`src/cats_pkg.sv`:
```
package cats_pkg;
  // Register offsets (byte addresses within the board window)
  localparam logic [15:0] CATS_OFF_MODE_SET   = 16'h1032;
  localparam logic [15:0] CATS_OFF_MODE_CLR   = 16'h1034;
  localparam logic [15:0] CATS_OFF_WR_ADDR    = 16'h1036;
  localparam logic [15:0] CATS_OFF_PAT_UPPER  = 16'h1038;
  localparam logic [15:0] CATS_OFF_PAT_LOWER  = 16'h103a;
  localparam logic [15:0] CATS_OFF_CHASSIS    = 16'h103c;
  localparam logic [15:0] CATS_OFF_TEST_EVT   = 16'h103e;
  localparam logic [15:0] CATS_OFF_EVCNT_CLR  = 16'h1040;
  localparam logic [15:0] CATS_OFF_BASELINE   = 16'h1060;
  localparam logic [15:0] CATS_OFF_RD_ADDR    = 16'h1064;
  localparam logic [15:0] CATS_OFF_SW_CONV    = 16'h1068;
  localparam logic [15:0] CATS_OFF_SLIDE      = 16'h106a;
  localparam logic [15:0] CATS_OFF_BLOCK_A    = 16'h1070;
  localparam logic [15:0] CATS_OFF_BLOCK_B    = 16'h1072;

  // Mode register field positions
  localparam int CATS_MODE_TEST_MEM  = 0;
  localparam int CATS_MODE_DATA_RST  = 2;
  localparam int CATS_MODE_ACQUISITION_TEST_SELECT  = 6;
  localparam int CATS_MODE_SLIDE_ON  = 7;

  // Reset values
  localparam logic [15:0] CATS_MODE_RST       = 16'h0080;
  localparam logic [7:0]  CATS_BASE_RST_NEW   = 8'hb4;
  localparam logic [7:0]  CATS_BASE_RST_OLD   = 8'h00;
  localparam logic [7:0]  CATS_CHASSIS_RST    = 8'h00;
  localparam logic [7:0]  CATS_SLIDE_RST      = 8'h00;

  // Field widths, event store depth and overflow bit position
  localparam int CATS_OB_AW   = 11;
  localparam int CATS_SAMPLE_W = 12;
  localparam int CATS_EVT_WORDS = 32;
  localparam int CATS_OVF_BIT  = 12;

  typedef enum logic [1:0] {
    CATS_ACQ_IDLE  = 2'b00,
    CATS_ACQ_DRAIN = 2'b01,
    CATS_ACQ_DONE  = 2'b10
  } cats_acq_e;

  typedef struct packed {
    logic        req;
    logic        we;
    logic [15:0] addr;
    logic [15:0] wdata;
  } cats_bus_req_s;

  typedef struct packed {
    logic        ack;
    logic [15:0] rdata;
  } cats_bus_rsp_s;

  typedef struct packed {
    logic                  we;
    logic [CATS_OB_AW-1:0] addr;
    logic [31:0]           data;
  } cats_ob_wr_s;
endpackage

```
`src/cats_fifo.sv`:
```
`timescale 1ns/1ps
module cats_fifo
  import cats_pkg::*;
#(
  parameter int WIDTH = 16,
  parameter int DEPTH = 4
) (
  // Clock and reset
  input  wire logic             core_clk_i,
  input  wire logic             rst_b_i,
  input  wire logic             flush_i,
  // Fill side
  input  wire logic             in_valid_i,
  output logic                  in_ready_o,
  input  wire logic [WIDTH-1:0] in_data_i,
  // Drain side
  output logic                  out_valid_o,
  input  wire logic             out_ready_i,
  output logic      [WIDTH-1:0] out_data_o
);
  localparam int AW = $clog2(DEPTH);
  typedef struct packed {
    logic [AW-1:0] wp;
    logic [AW-1:0] rp;
    logic [AW:0]   cnt;
  } cats_fifo_st_s;

  logic [WIDTH-1:0] mem [DEPTH];
  cats_fifo_st_s    st_r;
  cats_fifo_st_s    st_nxt;
  logic             push;
  logic             pop;

  assign in_ready_o  = (st_r.cnt != (AW+1)'(DEPTH));
  assign out_valid_o = (st_r.cnt != '0);
  assign out_data_o  = mem[st_r.rp];
  assign push        = in_valid_i && in_ready_o;
  assign pop         = out_valid_o && out_ready_i;

  always_comb begin
    st_nxt = st_r;
    if (push) begin
      st_nxt.wp = (st_r.wp == AW'(DEPTH-1)) ? '0 : st_r.wp + 1'b1;
    end
    if (pop) begin
      st_nxt.rp = (st_r.rp == AW'(DEPTH-1)) ? '0 : st_r.rp + 1'b1;
    end
    st_nxt.cnt = st_r.cnt + (AW+1)'(push) - (AW+1)'(pop);
    if (flush_i) begin
      st_nxt = '0;
    end
  end

  always_ff @(posedge core_clk_i) begin
    if (!rst_b_i) begin
      st_r <= '0;
    end else begin
      st_r <= st_nxt;
    end
    if (push) begin
      mem[st_r.wp] <= in_data_i;
    end
  end
endmodule // cats_fifo

```
`src/cats_regs.sv`:
```
`timescale 1ns/1ps
// Operation
// - Clear register drops mode bits written one
// - Writing 0x4 clears data-reset request
// - Write test address holds 11-bit location
// - Pattern built from upper and lower halves
// - Lower-word write commits pattern to buffer
// - Chassis index stored, inserted into data
// - Test words pushed; acquisition test drains event
// - Test word: 12-bit sample plus overflow
// - Write to clear location zeroes event count
// - Baseline code 8-bit, default 180 new
// - Old boards default zero, host uses 120
// - Read test address holds 11-bit location
// - Trigger location write starts test conversion
// - Sliding constant 8-bit drives DAC when off
// - Block A register returns latest sample
// - Block B register returns latest sample
// - Mode write sets ones, read returns bits
// - Data-reset request clears buffers and count
// - Sliding off drives DAC with constant
module cats_regs
  import cats_pkg::*;
#(
  parameter bit          NEW_FRONT_END = 1'b1,
  parameter int          EVT_WORDS     = CATS_EVT_WORDS,
  parameter int          EVCNT_W       = 24
) (
  // Clock and reset
  input  wire logic                     core_clk_i,
  input  wire logic                     rst_b_i,
  // Register access port
  input  wire cats_bus_req_s            bus_req_i,
  output cats_bus_rsp_s                 bus_rsp_o,
  // Analog block samples
  input  wire logic [CATS_SAMPLE_W-1:0] block_a_raw_sample_i,
  input  wire logic [CATS_SAMPLE_W-1:0] block_b_raw_sample_i,
  // Event counter increment from trigger logic
  input  wire logic                     event_inc_i,
  // Output buffer write port
  output cats_ob_wr_s                   ob_wr_o,
  input  wire logic                     ob_ready_i,
  // Mode and setup outputs
  output logic [15:0]                   mode_o,
  output logic [CATS_OB_AW-1:0]         read_test_address_o,
  output logic [7:0]                    chassis_index_o,
  output logic [7:0]                    baseline_current_code_o,
  output logic [7:0]                    slide_dac_o,
  output logic                          sliding_scale_on_o,
  output logic                          data_reset_o,
  output logic                          conv_trigger_o,
  output logic [EVCNT_W-1:0]            event_count_o
);
  localparam int EAW = $clog2(EVT_WORDS);

  typedef struct packed {
    logic [15:0]                  mode;
    logic [CATS_OB_AW-1:0]        wr_addr;
    logic [CATS_OB_AW-1:0]        rd_addr;
    logic [15:0]                  pat_upper;
    logic [7:0]                   chassis;
    logic [7:0]                   baseline;
    logic [7:0]                   slide;
    logic [EAW-1:0]               evt_wp;
    logic [EAW-1:0]               evt_rp;
    logic [EAW:0]                 drain_left;
    cats_acq_e                    acq;
    logic [CATS_OB_AW-1:0]        acq_addr;
    logic [EVCNT_W-1:0]           evcnt;
    logic                         conv;
    logic                         ack;
    logic [15:0]                  rdata;
    cats_ob_wr_s                  ob;
    logic [CATS_SAMPLE_W-1:0]     smp_a;
    logic [CATS_SAMPLE_W-1:0]     smp_b;
  } cats_st_s;

  // Event store: 32 test words, overwrite on wrap
  logic [15:0]  evt_mem [EVT_WORDS];
  cats_st_s     st_r;
  cats_st_s     st_nxt;
  logic         ob_take;
  logic [CATS_SAMPLE_W-1:0] sa_m;
  logic [CATS_SAMPLE_W-1:0] sb_m;
  logic         wr;
  logic         rd;
  logic         evt_push;
  logic         fifo_in_ready;
  logic         fifo_in_valid;
  logic         fifo_out_valid;
  logic [15:0]  fifo_out_data;
  logic [15:0]  drain_word;

  function automatic logic hit(input logic [15:0] a, input logic [15:0] off);
    return a == off;
  endfunction

  assign wr       = bus_req_i.req && bus_req_i.we;
  assign rd       = bus_req_i.req && !bus_req_i.we;
  assign evt_push = wr && hit(bus_req_i.addr, CATS_OFF_TEST_EVT);
  assign drain_word = evt_mem[st_r.evt_rp];
  assign fifo_in_valid = (st_r.acq == CATS_ACQ_DRAIN);

  // Samples arrive from the analog side; staged through two flops
  always_ff @(posedge core_clk_i) begin
    if (!rst_b_i) begin
      sa_m       <= '0;
      sb_m       <= '0;
    end else begin
      sa_m <= block_a_raw_sample_i;
      sb_m <= block_b_raw_sample_i;
    end
  end

  always_comb begin
    st_nxt       = st_r;
    st_nxt.ack   = bus_req_i.req;
    st_nxt.conv  = 1'b0;
    st_nxt.ob.we = 1'b0;
    st_nxt.smp_a = sa_m;
    st_nxt.smp_b = sb_m;
    if (event_inc_i) begin
      st_nxt.evcnt = st_r.evcnt + 1'b1;
    end
    if (wr) begin
      unique case (bus_req_i.addr)
        CATS_OFF_MODE_SET:  st_nxt.mode = st_r.mode | bus_req_i.wdata;
        CATS_OFF_MODE_CLR:  st_nxt.mode = st_r.mode & ~bus_req_i.wdata;
        CATS_OFF_WR_ADDR:   st_nxt.wr_addr = bus_req_i.wdata[CATS_OB_AW-1:0];
        CATS_OFF_RD_ADDR:   st_nxt.rd_addr = bus_req_i.wdata[CATS_OB_AW-1:0];
        CATS_OFF_PAT_UPPER: st_nxt.pat_upper = bus_req_i.wdata;
        CATS_OFF_PAT_LOWER: begin
          // Commit only in memory test mode
          if (st_r.mode[CATS_MODE_TEST_MEM]) begin
            st_nxt.ob.we   = 1'b1;
            st_nxt.ob.addr = st_r.wr_addr;
            st_nxt.ob.data = {st_r.pat_upper, bus_req_i.wdata};
          end
        end
        CATS_OFF_CHASSIS:   st_nxt.chassis = bus_req_i.wdata[7:0];
        CATS_OFF_TEST_EVT:  st_nxt.evt_wp = st_r.evt_wp + 1'b1;
        CATS_OFF_EVCNT_CLR: st_nxt.evcnt = '0;
        CATS_OFF_BASELINE:  st_nxt.baseline = bus_req_i.wdata[7:0];
        CATS_OFF_SW_CONV:   st_nxt.conv = 1'b1;
        CATS_OFF_SLIDE:     st_nxt.slide = bus_req_i.wdata[7:0];
        default: ;
      endcase
    end
    // Read mux: side-effect free for every location
    st_nxt.rdata = 16'h0000;
    if (rd) begin
      unique case (bus_req_i.addr)
        CATS_OFF_MODE_SET:  st_nxt.rdata = st_r.mode;
        CATS_OFF_CHASSIS:   st_nxt.rdata = {8'h00, st_r.chassis};
        CATS_OFF_BASELINE:  st_nxt.rdata = {8'h00, st_r.baseline};
        CATS_OFF_SLIDE:     st_nxt.rdata = {8'h00, st_r.slide};
        CATS_OFF_BLOCK_A:   st_nxt.rdata = {4'h0, st_r.smp_a};
        CATS_OFF_BLOCK_B:   st_nxt.rdata = {4'h0, st_r.smp_b};
        default:            st_nxt.rdata = 16'h0000;
      endcase
    end
    // Acquisition test: drain the stored event through the FIFO
    unique case (st_r.acq)
      CATS_ACQ_IDLE: begin
        if (st_r.mode[CATS_MODE_ACQUISITION_TEST_SELECT]) begin
          st_nxt.acq        = CATS_ACQ_DRAIN;
          st_nxt.evt_rp     = st_r.evt_wp;
          st_nxt.drain_left = (EAW+1)'(EVT_WORDS);
        end
      end
      CATS_ACQ_DRAIN: begin
        if (fifo_in_ready) begin
          st_nxt.evt_rp     = st_r.evt_rp + 1'b1;
          st_nxt.drain_left = st_r.drain_left - 1'b1;
          if (st_r.drain_left == (EAW+1)'(1)) begin
            st_nxt.acq = CATS_ACQ_DONE;
          end
        end
      end
      CATS_ACQ_DONE: begin
        // One event per setting of the select bit
        if (!st_r.mode[CATS_MODE_ACQUISITION_TEST_SELECT]) begin
          st_nxt.acq = CATS_ACQ_IDLE;
        end
      end
      default: st_nxt.acq = CATS_ACQ_IDLE;
    endcase
    // Pop decided after a pattern commit claims the port, so a commit write holds off the pop
    ob_take = fifo_out_valid && ob_ready_i && !st_nxt.ob.we;
    if (ob_take) begin
      st_nxt.ob.we   = 1'b1;
      st_nxt.ob.addr = st_r.acq_addr;
      // Chassis index in upper half, overflow flag and sample below
      st_nxt.ob.data = {8'h00, st_r.chassis, 3'h0, fifo_out_data[CATS_OVF_BIT:0]};
      st_nxt.acq_addr = st_r.acq_addr + 1'b1;
    end
    // Held request keeps buffer pointers and count at zero
    if (st_r.mode[CATS_MODE_DATA_RST]) begin
      st_nxt.evcnt    = '0;
      st_nxt.acq_addr = '0;
      st_nxt.evt_wp   = '0;
      st_nxt.evt_rp   = '0;
    end
  end

  always_ff @(posedge core_clk_i) begin
    if (!rst_b_i) begin
      st_r          <= '0;
      st_r.mode     <= CATS_MODE_RST;
      st_r.chassis  <= CATS_CHASSIS_RST;
      st_r.baseline <= NEW_FRONT_END ? CATS_BASE_RST_NEW : CATS_BASE_RST_OLD;
      st_r.slide    <= CATS_SLIDE_RST;
      st_r.acq      <= CATS_ACQ_IDLE;
    end else begin
      st_r <= st_nxt;
    end
    if (evt_push) begin
      evt_mem[st_r.evt_wp] <= bus_req_i.wdata;
    end
  end

  // Back-pressure from the output buffer stalls the drain
  cats_fifo #(
    .WIDTH (16),
    .DEPTH (4)
  ) u_fifo (
    .core_clk_i  (core_clk_i),
    .rst_b_i     (rst_b_i),
    .flush_i     (st_r.mode[CATS_MODE_DATA_RST]),
    .in_valid_i  (fifo_in_valid),
    .in_ready_o  (fifo_in_ready),
    .in_data_i   (drain_word),
    .out_valid_o (fifo_out_valid),
    .out_ready_i (ob_take),
    .out_data_o  (fifo_out_data)
  );

  assign bus_rsp_o.ack   = st_r.ack;
  assign bus_rsp_o.rdata = st_r.rdata;
  assign ob_wr_o         = st_r.ob;
  assign mode_o          = st_r.mode;
  assign read_test_address_o     = st_r.rd_addr;
  assign chassis_index_o         = st_r.chassis;
  assign baseline_current_code_o = st_r.baseline;
  assign slide_dac_o        = st_r.slide;
  assign sliding_scale_on_o = st_r.mode[CATS_MODE_SLIDE_ON];
  assign data_reset_o       = st_r.mode[CATS_MODE_DATA_RST];
  assign conv_trigger_o     = st_r.conv;
  assign event_count_o      = st_r.evcnt;
endmodule // cats_regs

```
`config.mk`:
```
export PLATFORM = sky130hd
export DESIGN_NAME = cats_regs
export DESIGN_NICKNAME = d
export VERILOG_FILES = /design/src/cats_pkg.sv /design/src/cats_fifo.sv /design/src/cats_regs.sv
export SDC_FILE = /design/constraint.sdc
export NUM_CORES = 1
export LEC_CHECK = 0
export BUFFER_PORTS_ARGS = -buffer_cell sky130_fd_sc_hd__buf_2
export CORE_MARGIN = 5
export CORE_UTILIZATION = 60
export CTS_CLUSTER_SIZE = 28
export DETAILED_ROUTE_END_ITERATION = 6
export PLACE_DENSITY_LB_ADDON = 0.25
export SLEW_MARGIN = 20
export SYNTH_ARGS = -nofsm -noshare
export SYNTH_HDL_FRONTEND = slang
export SYNTH_SLANG_ARGS = --single-unit
export TNS_END_PERCENT = 20
```
`constraint.sdc`:
```
create_clock -name core_clk_i -period 3.7 [get_ports core_clk_i]
set_input_delay 0.555 -clock core_clk_i [delete_from_list [all_inputs] [get_ports core_clk_i]]
set_output_delay 0.555 -clock core_clk_i [all_outputs]
set_load 0.02 [all_outputs]
```
==> impl_metrics.toml <==
[power_and_ir_drop]
power_density_nw_per_um2 = 520
ir_drop_uv = 412
p_leak_nw = 11.0

[grt]
gr-total-overflow = 0
grt_pass1_wl_mm = 104
grt_util_all_layers = 0.255
grt_max_degree = 110
antenna_found_initial = 0
grt_pass1_vias = 17000

[setup_path]
max_stage_delay_ns = 0.75
arrival_ns = 3.01
critPathKind = "reg -> reg"
crit_chain = "buf_12 > mux4_2 > a22oi_1 > nand4_1"
crit_buf_inv = 1
ff2ff_setup_slack_ns = 0.88
slowest_stage = "dfxtp_4"
crit_path_start_kind = "flop"
cp_top_family = "flip-flops"
cp_max_fo = 63
worst_setup_path_end_kind = "flop"
cp.required_ns = 3.89

[sta]
fin_crit_ns = 2.82
hold_violations = 0
finalClockSkew_ns = 0.0226
worst_slack_ns = 0.883
drv_slew = 0
setup_viol = 0
slew_headroom = 0.239
rsz0062_at_grt = "no"
worst_pin_slew_ns = 1.14
finalCritPeriodShare = 0.761
finalSetupTns_ns = 0
fmaxAchievable_mhz = 355

[placed_design]
post-dp-hpwl_mm = 42.6
numPortBuffers = 200
gp_congestion = 0.905
pre_cts_ws_ns = 0.508

[die]
die_x_um = 230
design.die.area_um2 = 52900
fp.dieH_um = 230
num_io_pins = 201
core_um2 = 47800
floorplan.initialDensity = 0.607
rows = 80

[cts]
insertion_delay_ns = 0.60
cts-buffers-inserted = 72
cts_tree = "yes"
clk_pin_slew_ns = 0.06
max-clock-path-buffers = 3
clock-root-buffer = "clkbuf_16"
clkSinkCount = 723
post_cts_buffers = 0
htreeDepth = 3
cts_hold_buf = 0
cts_resized = 0

[synthesis]
muxShareOfSynthArea = 0.115
syn-cell-area_um2 = 29000
synth-seq-cells = 723
postSynth.asyncResetShare = 0
synthAdderAreaFrac = 0.00716
synthDistinctLibCells = 62
synth_nets = 2195
ys_warn_count = 0
synth_edf_count = 468
yosys.area_share.xor_xnor = 0.0103
yosys.area.top_type = "edfxtp_1"
seq_area_frac_synth = 0.660
yosys.area_share.simple = 0.0936
synthFlopType = "edfxtp_1"
synth_area_leaders = "edfxtp_1 48%, dfxtp_1 18%, mux2i_1 6.4%, mux4_2 5.0%, buf_4 3.5%"
avgSynthCellArea_um2 = 13.7
synth_top_family_by_area = "multiplexers"
synth_compound_area_frac = 0.0606
synthCells = 2117
synth_top_area_frac = 0.484

[detailed_routing]
drc = 0
drt_iter0_drc = 1893
wirelength_mm = 68.8
routedWlPerCell_um = 23.9
route.vias.total = 17500
routed_via_density = 6.10
ant_nets = 0
dr.pass1.iters = 5

[layout]
syn_to_final_growth_pct = 11.0
drive_above_1_share = 0.205
insertedDiodeCount = 0
fin_nets = 2279
fillerInstances = 3301
utilization = 0.673

[hold_path]
holdCritPathClass = "in -> reg"

[flow_run]
cap_violations = 0

[run_status]
outcome = "complete, no violations"
layout make-up:
cell class | instances | area [um^2] | area share
Sequential cell | 723 | 19200 | 0.595
Multi-Input combinational cell | 1122 | 8340 | 0.259
Tap cell | 615 | 769 | 0.0239
Inverter | 13 | 50.0 | 0.00155
Clock inverter | 27 | 188 | 0.00583
Timing Repair Buffer | 269 | 1560 | 0.0484
Clock buffer | 105 | 2140 | 0.0665
flip-flops by register name, summed over array words and instances, names as in the netlist, named ones only:
name and flops:
chassis_index_o 8, baseline_current_code_o 8, u_fifo.st_r 7, event_count_o 24
sb_m 12, conv_trigger_o 1, ob_wr_o 44, evt_mem 416
sa_m 12, bus_rsp_o 17, slide_dac_o 8, st_r 80
u_fifo.mem 52, read_test_address_o 11
final timing paths:
| kind | end | start | cells past startpoint |
|---|---|---|---|
| max reg2reg | u_fifo.mem[2][3] | flop | 4 |
| max | u_fifo.mem[2][3] | flop | 4 |
| min reg2reg | st_r[18] | sa_m[6] | 1 |
| min | sa_m[7] | block_a_raw_sample_i[7] | 2 |
cells in the final DEF (no fill, tap or decap), types with 8 or more instances in the layout:
cell type,instances
nand3_1,48
mux4_2,65
clkbuf_1,17
and3_1,13
clkbuf_8,11
nand4_1,41
ha_1,15
clkbuf_16,77
nor3b_1,9
dfxtp_1,253
a22oi_1,72
clkinv_1,13
nor2_1,144
nand2_1,136
and2_1,62
xor2_1,17
mux2i_1,187
nor3_1,18
or3_1,12
buf_4,67
nor2b_1,8
o21ai_0,30
a21oi_1,109
inv_1,12
a211oi_1,35
edfxtp_1,468
buf_2,199
xnor2_1,17
Yosys cell counts, types with 48 or more instances:
cell,number
clkbuf_1,97
edfxtp_1,468
dfxtp_1,255
nor2_1,144
nand3_1,48
a21oi_1,109
a22oi_1,72
mux2i_1,187
nand2_1,136
buf_4,136
mux4_2,65
and2_1,62
routing by layer:
metal / wire length [um] / global-route usage
met4: 2150 / 0.0850
met1: 29100 / 0.377
met2: 31800 / 0.389
met3: 5730 / 0.0474
met5: 0 / 0
power by group:
group	internal (mW)	switching, mW	leakage [nW]
sequential	8.66	0.106	6.27
clock	4.16	2.98	1.13
combinational	0.321	0.511	3.59
total	13.1	3.60	11.0
per-stage QoR:
stage / area [um^2] / std cells / hold slack (ns) / total power, mW
4_1_cts: 32200 / 2874 / 0.143 / 16.8
3_3_place_gp: 29900 / 2742 / 0.415 / 9.74
6_report: 32200 / 2874 / 0.172 / 16.7
5_1_grt: 32200 / 2874 / 0.157 / 17.3
2_1_floorplan: 29000 / 2117 / 0.412 / 9.49
3_5_place_dp: 29900 / 2742 / 0.418 / 9.77
kinds of logic (layout without fill, tap and decap cells):
group	count (synthesis)	in the layout
muxes	252	252
and+or+nand+nor	540	540
buffers and inverters	272	414
AOI/OAI and AO/OA	280	280
xor gates and xnor gates	34	34
adders and majority gates	16	16
DFF	723	723
Power figures use the tool's default switching activity.
